### config.mk
export PLATFORM = sky130hd
export DESIGN_NAME = mjump_unit
export DESIGN_NICKNAME = d
export VERILOG_FILES = /design/src/hw/mjump_pkg.sv /design/src/hw/mjump_unit.sv
export SDC_FILE = /design/constraint.sdc
export NUM_CORES = 1
export LEC_CHECK = 0
export CAP_MARGIN = 20
export CORE_AREA = 8 8 121 123
export DETAILED_ROUTE_END_ITERATION = 6
export DIE_AREA = 0 0 129 131
export DONT_BUFFER_PORTS = 1
export SLEW_MARGIN = 20
export SYNTH_ARGS = -nofsm -noshare
export SYNTH_HDL_FRONTEND = slang
export SYNTH_SLANG_ARGS = --single-unit
### constraint.sdc
create_clock -name clk_sys -period 5.8 [get_ports clk_sys]
set_input_delay 0.58 -clock clk_sys [delete_from_list [all_inputs] [get_ports clk_sys]]
set_output_delay 0.58 -clock clk_sys [all_outputs]
set_load 0.01 [all_outputs]
### src/hw/mjump_pkg.sv
package mjump_pkg;
    // ----------------------------------------
    // Widths
    // ----------------------------------------
    localparam int PC_W = 10;
    localparam int INSTR_W = 16;
    localparam int OFFS_W = 5;
    localparam int COND_W = 6;
    localparam int FBK_W = 4;
    localparam int NUM_FLAGS = 16;
    localparam int NUM_TC = 4;
    localparam int NUM_SC = 3;
    localparam int NUM_CUR = 3;
    localparam int NUM_FBK = 16;
    localparam int NUM_COND = 64;

    // ----------------------------------------
    // Opcode patterns and field positions
    // ----------------------------------------
    localparam logic [10:0] OPC_JREL = 11'h178;
    localparam logic [11:0] OPC_JABS = 12'h39a;
    localparam logic [2:0] OPC_JABS_LOW = 3'h5;
    localparam logic [4:0] OPC_CABS = 5'h07;
    localparam logic [2:0] OPC_CABS_LOW = 3'h0;
    localparam logic [4:0] OPC_CREL = 5'h00;
    localparam logic [5:0] OPC_FREL = 6'h05;
    localparam int CABS_COND_LSB = 4;
    localparam int CREL_COND_LSB = 5;
    localparam int FREL_FBK_LSB = 5;
    localparam int FREL_POL_BIT = 9;
    localparam int JREG_SEL_BIT = 3;

    // ----------------------------------------
    // Condition selector codes
    // ----------------------------------------
    localparam int C_FLAG_LO = 0;
    localparam int C_FLAG_HI = 16;
    localparam int C_FLAG12 = 12;
    localparam int C_TC = 32;
    localparam int C_START_LO = 36;
    localparam int C_START_HI = 37;
    localparam int C_SCV_LO = 38;
    localparam int C_SCS_LO = 41;
    localparam int C_SCV_HI = 44;
    localparam int C_ALU_DONE = 47;
    localparam int C_BOOST_HI = 48;
    localparam int C_BOOST_LO = 49;
    localparam int C_CUR_HI = 50;
    localparam int C_CUR56_HI = 53;
    localparam int C_CUR_LO = 56;
    localparam int C_CUR56_LO = 59;
    localparam int C_OWN_HI = 62;
    localparam int C_OWN_LO = 63;

    localparam logic [PC_W-1:0] PC_STEP = 10'h001;
    localparam logic [PC_W-1:0] PC_RESET = 10'h000;

    // ----------------------------------------
    // Carriers
    // ----------------------------------------
    typedef struct packed {
        logic start;
        logic boost_voltage_high;
        logic [NUM_SC-1:0] shortcut_drain;
        logic [NUM_SC-1:0] shortcut_source;
        logic [NUM_CUR-1:0] cur_fb;
        logic [NUM_CUR-1:0] cur5_fb;
        logic [NUM_CUR-1:0] cur6_fb;
        logic current_channel_four_high;
        logic own_cur_fb;
        logic [NUM_FBK-1:0] predriver_fb;
    } mjump_pin_s;

    typedef struct packed {
        logic valid;
        logic is_jump;
        logic taken;
        logic [PC_W-1:0] program_counter;
    } mjump_res_s;
endpackage

### src/hw/mjump_unit.sv
`timescale 1ns/100ps
// What this block does
// - Unconditional relative jump: address plus offset
// - Offset five bits two's complement, -16..15
// - Unconditional absolute jump via selected jump register
// - Relative jump opcode in bits 15..5
// - Conditional absolute jump to register when true
// - Conditional absolute decode, selector in bits 9..4
// - Conditional relative jump adds offset when true
// - Config picks channel five or six
// - Channel four testable only when enabled
// - Enabled channel four replaces flag twelve
// - Flags low/high and terminal counts selectable
// - Condition for finished ALU request
// - Shortcut drain low/high, source low conditions
// - Start, boost, current feedback conditions
// - Own current feedback high or low
// - Relative jump on predriver feedback
// - Polarity bit picks active level
module mjump_unit (
    // Clock and reset
    input wire logic clk_sys,
    input wire logic nrst,
    // Instruction from code RAM
    input wire logic instr_valid,
    input wire logic [15:0] instr,
    input wire logic [9:0] instr_addr,
    // Jump registers
    input wire logic [9:0] jump_target_reg_a,
    input wire logic [9:0] jump_target_reg_b,
    // Same-clock condition sources
    input wire logic [15:0] flags,
    input wire logic [3:0] terminal_count,
    input wire logic alu_done,
    // Pin condition sources, asynchronous
    input wire mjump_pkg::mjump_pin_s pin_cond,
    // Configuration
    input wire logic current_channel_select_config,
    input wire logic current_channel_four_high_enable,
    // Result towards the program counter
    output mjump_pkg::mjump_res_s result
);

    // ----------------------------------------
    // Pin synchroniser
    // ----------------------------------------
    mjump_pkg::mjump_pin_s pin_meta_r;
    mjump_pkg::mjump_pin_s pin_sync_r;

    always_ff @(posedge clk_sys) begin
        if (!nrst) begin
            pin_meta_r <= '0;
            pin_sync_r <= '0;
        end else begin
            pin_meta_r <= pin_cond;
            pin_sync_r <= pin_meta_r;
        end
    end

    // ----------------------------------------
    // Decode
    // ----------------------------------------
    wire logic dec_jrel;
    wire logic dec_jabs;
    wire logic dec_cabs;
    wire logic dec_crel;
    wire logic dec_frel;

    assign dec_jrel = (instr[15:5] == mjump_pkg::OPC_JREL);
    assign dec_jabs = (instr[15:4] == mjump_pkg::OPC_JABS)
        && (instr[2:0] == mjump_pkg::OPC_JABS_LOW);
    assign dec_cabs = (instr[15:11] == mjump_pkg::OPC_CABS) && !instr[10]
        && (instr[2:0] == mjump_pkg::OPC_CABS_LOW) && !dec_jabs;
    assign dec_crel = (instr[15:11] == mjump_pkg::OPC_CREL);
    assign dec_frel = (instr[15:10] == mjump_pkg::OPC_FREL);

    // ----------------------------------------
    // Targets
    // ----------------------------------------
    wire logic [4:0] offset;
    wire logic [9:0] offset_ext;
    wire logic [9:0] rel_target;
    wire logic [9:0] seq_target;
    wire logic [9:0] reg_target;

    assign offset = instr[4:0];
    assign offset_ext = {{5{offset[4]}}, offset};
    assign rel_target = instr_addr + offset_ext;
    assign seq_target = instr_addr + mjump_pkg::PC_STEP;
    assign reg_target = instr[mjump_pkg::JREG_SEL_BIT] ? jump_target_reg_b
        : jump_target_reg_a;

    // ----------------------------------------
    // Condition vector
    // ----------------------------------------
    wire logic [63:0] cond_vec;
    wire logic [2:0] cur56_fb;
    wire logic [15:0] flag_eff;

    // One of channel five or six
    assign cur56_fb = current_channel_select_config ? pin_sync_r.cur6_fb
        : pin_sync_r.cur5_fb;

    genvar gi;
    generate
        for (gi = 0; gi < mjump_pkg::NUM_FLAGS; gi++) begin : g_flag
            if (gi == mjump_pkg::C_FLAG12) begin : g_f12
                assign flag_eff[gi] = current_channel_four_high_enable
                    ? pin_sync_r.current_channel_four_high : flags[gi];
            end else begin : g_fx
                assign flag_eff[gi] = flags[gi];
            end
            assign cond_vec[mjump_pkg::C_FLAG_LO + gi] = !flag_eff[gi];
            assign cond_vec[mjump_pkg::C_FLAG_HI + gi] = flag_eff[gi];
        end
        for (gi = 0; gi < mjump_pkg::NUM_TC; gi++) begin : g_tc
            assign cond_vec[mjump_pkg::C_TC + gi] = terminal_count[gi];
        end
        for (gi = 0; gi < mjump_pkg::NUM_SC; gi++) begin : g_sc
            assign cond_vec[mjump_pkg::C_SCV_LO + gi] = !pin_sync_r.shortcut_drain[gi];
            assign cond_vec[mjump_pkg::C_SCS_LO + gi] = !pin_sync_r.shortcut_source[gi];
            assign cond_vec[mjump_pkg::C_SCV_HI + gi] = pin_sync_r.shortcut_drain[gi];
        end
        for (gi = 0; gi < mjump_pkg::NUM_CUR; gi++) begin : g_cur
            assign cond_vec[mjump_pkg::C_CUR_HI + gi] = pin_sync_r.cur_fb[gi];
            assign cond_vec[mjump_pkg::C_CUR_LO + gi] = !pin_sync_r.cur_fb[gi];
            assign cond_vec[mjump_pkg::C_CUR56_HI + gi] = cur56_fb[gi];
            assign cond_vec[mjump_pkg::C_CUR56_LO + gi] = !cur56_fb[gi];
        end
    endgenerate

    assign cond_vec[mjump_pkg::C_START_LO] = !pin_sync_r.start;
    assign cond_vec[mjump_pkg::C_START_HI] = pin_sync_r.start;
    assign cond_vec[mjump_pkg::C_BOOST_HI] = pin_sync_r.boost_voltage_high;
    assign cond_vec[mjump_pkg::C_BOOST_LO] = !pin_sync_r.boost_voltage_high;
    assign cond_vec[mjump_pkg::C_ALU_DONE] = alu_done;
    assign cond_vec[mjump_pkg::C_OWN_HI] = pin_sync_r.own_cur_fb;
    assign cond_vec[mjump_pkg::C_OWN_LO] = !pin_sync_r.own_cur_fb;

    // ----------------------------------------
    // Condition select
    // ----------------------------------------
    wire logic [5:0] cabs_sel;
    wire logic [5:0] crel_sel;
    wire logic [3:0] fbk_sel;
    wire logic fbk_pol;
    wire logic cabs_true;
    wire logic crel_true;
    wire logic frel_true;

    assign cabs_sel = instr[mjump_pkg::CABS_COND_LSB +: mjump_pkg::COND_W];
    assign crel_sel = instr[mjump_pkg::CREL_COND_LSB +: mjump_pkg::COND_W];
    assign fbk_sel = instr[mjump_pkg::FREL_FBK_LSB +: mjump_pkg::FBK_W];
    assign fbk_pol = instr[mjump_pkg::FREL_POL_BIT];
    assign cabs_true = cond_vec[cabs_sel];
    assign crel_true = cond_vec[crel_sel];
    assign frel_true = (pin_sync_r.predriver_fb[fbk_sel] == fbk_pol);

    // ----------------------------------------
    // Next program counter
    // ----------------------------------------
    wire logic is_jump;
    wire logic taken;
    wire logic [9:0] pc_nxt;

    assign is_jump = dec_jrel || dec_jabs || dec_cabs || dec_crel || dec_frel;
    assign taken = dec_jrel || dec_jabs || (dec_cabs && cabs_true)
        || (dec_crel && crel_true) || (dec_frel && frel_true);
    assign pc_nxt = !taken ? seq_target
        : (dec_jabs || dec_cabs) ? reg_target : rel_target;

    // Counter, is_jump and taken held until next instruction; valid high for one cycle only
    always_ff @(posedge clk_sys) begin
        if (!nrst) begin
            result <= '{valid: 1'b0, is_jump: 1'b0, taken: 1'b0,
                program_counter: mjump_pkg::PC_RESET};
        end else if (instr_valid) begin
            result <= '{valid: 1'b1, is_jump: is_jump, taken: taken,
                program_counter: pc_nxt};
        end else begin
            result.valid <= 1'b0;
        end
    end

endmodule

==> qor.yml <==
finalHoldViolCount: 0
detail_route.iter0.violations: 202
numClockSinks: 83
max_freq_mhz: 362
p_total_mw: 1.28
design.die.area_um2: 16900
holdWs_ps: 322
synth_top_family_by_area: "simple AND/OR/NAND/NOR gates"
clk_pin_slew_ps: 70
n_antenna_cell: 0
skew_ps: 9.47
synth-compound-area-share_pct: 11.9
grt_max_degree: 82
postCtsSetupBuffers: 0
syn-instance-count: 436
synth_edf_count: 0
synthMuxAreaShare_pct: 16.5
clkPwrFrac_pct: 41.2
ys_seq_area_share_pct: 38.1
arrival_ps: 3020
clk_path_buf_depth: 2
dp.cells: 585
critPathCaptureType: "flip-flop"
required_ps: 6060
rsz0062_at_grt: "false"
intPower_mw: 0.972
h-tree-depth: 3
drive_gt1_share_pct: 11.5
pre_cts_ws_ps: 2670
ir_drop_mv: 0.172
syn_nets: 554
netlist.area_leader.share_pct: 38.1
status: "finished clean"
ant_nets: 0
finalCriticalPeriod_ps: 2760
synth_area_leader_cell: "dfxtp_1"
yosys_most_used_dff: "dfxtp_1"
yosysWarnings: 0
synth_cell_types: 61
hold_path.class: "in -> reg"
drt-total-wl_um: 10600
num_rows: 42
synth-async-reset-ratio_pct: 0
cts_resized: 0
worstSkewPairLatency_ps: 340
final_net_count: 538
syn_area_um2: 4360
utilization_pct: 36.7
synth_fa_ha_area_share_pct: 3.33
final_max_slew_viol_count: 0
cts_tree: "built"
switchingPower_mw: 0.306
grt_pass1_wl_um: 16600
syn_to_final_growth_pct: 8.23
worst_slack_ps: 3040
path_max_fanout: 18
numCtsBuffers: 9
gp_congestion: 0.850
combPwrFrac_pct: 10.9
worstMarginPinSlew_ps: 545
via_per_inst: 5.15
fp.dieW_um: 129
seqPwrFrac_pct: 47.9
final_area_um2: 4720
post-dp-hpwl_um: 8310
io_buffers: 0
die_h_um: 131
crit_path_start_kind: "primary input"
cts-root-buf: "clkbuf_16"
synth-seq-cells: 83
synthXorXnorAreaFrac_pct: 4.02
antenna_found_initial: 0
vias: 3096
instances_no_fill: 601
dpl_cell_area_um2: 4440
setup_viol: 0
maxCapViolCount: 0
grt_pass1_vias: 3177
max_slew_margin_pct: 63.2
synth_common_cells: "83 x dfxtp_1, 71 x and2_1, 23 x mux2i_1"
synth.most_common_cell: "dfxtp_1"
pin_count: 120
p_sw_share_pct: 23.9
grt_usage_pct: 12.8
power_leakage_nw: 1.77
timing.final.crit_share_pct: 47.7
path_class: "in -> reg"
grt.overflow.total: 0
initial_core_util_pct: 33.9
synth_area_per_cell_um2: 10.0
drtPass1Iterations: 4
drc: 0
core_um2: 12900
wl_per_cell_um: 17.6
synthSimpleGateAreaFrac_pct: 22.0
cts_hold_buf: 0
finalSetupTns_ps: 0
synth_area_leaders: "dfxtp_1 38%, and2_1 10%, mux4_2 6.7%"
pwr_density_cell_nw_per_um2: 271
-- cells in the final DEF (no fill, tap or decap), types with 4 or more instances in the layout --
master and n:
dfxtp_1 83, and2_1 71, mux2i_1 23, nand2_1 22, nor2_1 20, mux4_2 13, nand3_1 13, a21oi_1 13
o21ai_0 11, xor2_1 11, ha_1 10, xnor2_1 9, clkbuf_16 9, mux2_2 7, inv_1 6, o211ai_1 6
o2111ai_1 6, a211o_1 6, nor3_1 5, nand3b_1 5, o311ai_0 5, nor2b_1 4, nand2b_1 4, a311oi_1 4
inv_6 4
-- cell type report --
class	count	area (µm²)
multi-input cells	317	2520
repair buffers	1	7.51
clock inverters	7	56.3
fillers	1327	8150
flip-flops and latches	83	1660
well taps	176	220
inverters	8	32.5
clock buffers	9	225
-- kinds of logic after synthesis --
| family | after synthesis |
|---|---|
| simple gates | 166 |
| flops | 83 |
| compound gates | 72 |
| mux | 48 |
| buf+inv | 36 |
| xor+xnor | 20 |
| fa+ha+maj | 11 |
-- state kept, by name, summed over array words and instances, names as in the netlist --
name / count
cond_vec: 9
pin_sync_r: 26
result: 13
pin_meta_r: 35
-- power groups by stage --
stage	clock network [mW]	registers, mW	logic [mW]
after floorplan	0	0.621	0.139
after global routing	0.566	0.615	0.156
final	0.527	0.612	0.139
after CTS	0.545	0.613	0.141
after detailed placement	0	0.626	0.140
after global placement	0	0.626	0.139
-- final timing paths --
check                                                   start           end  slack (ps)  depth (start not counted)
worst max-delay path            current_channel_select_config     result[2]        3040                          8
worst min-delay path                              instr_valid     result[9]         320                          1
worst max register to register                 pin_sync_r[20]     result[2]        3040                          8
worst min register to register                 pin_meta_r[16]  cond_vec[62]         430                          1
-- layer usage --
metal / vias to the layer above / GRT usage [%] / wire length, µm
met2: 118 / 20.6 / 4800
met4: 0 / 4.63 / 157
li1: 1544 / - / -
met5: - / 0 / 0
met3: 11 / 5.93 / 1250
met1: 1423 / 14.7 / 4370
-- critical path, cell delays in order --
cell and delay [ps]:
mux2_2 330, mux4_2 480, mux2i_1 140, a211o_1 300, a211oi_2 300, nand4_4 300
mux2_4 380, a211oi_2 200
(Power assumes the default switching activity.)
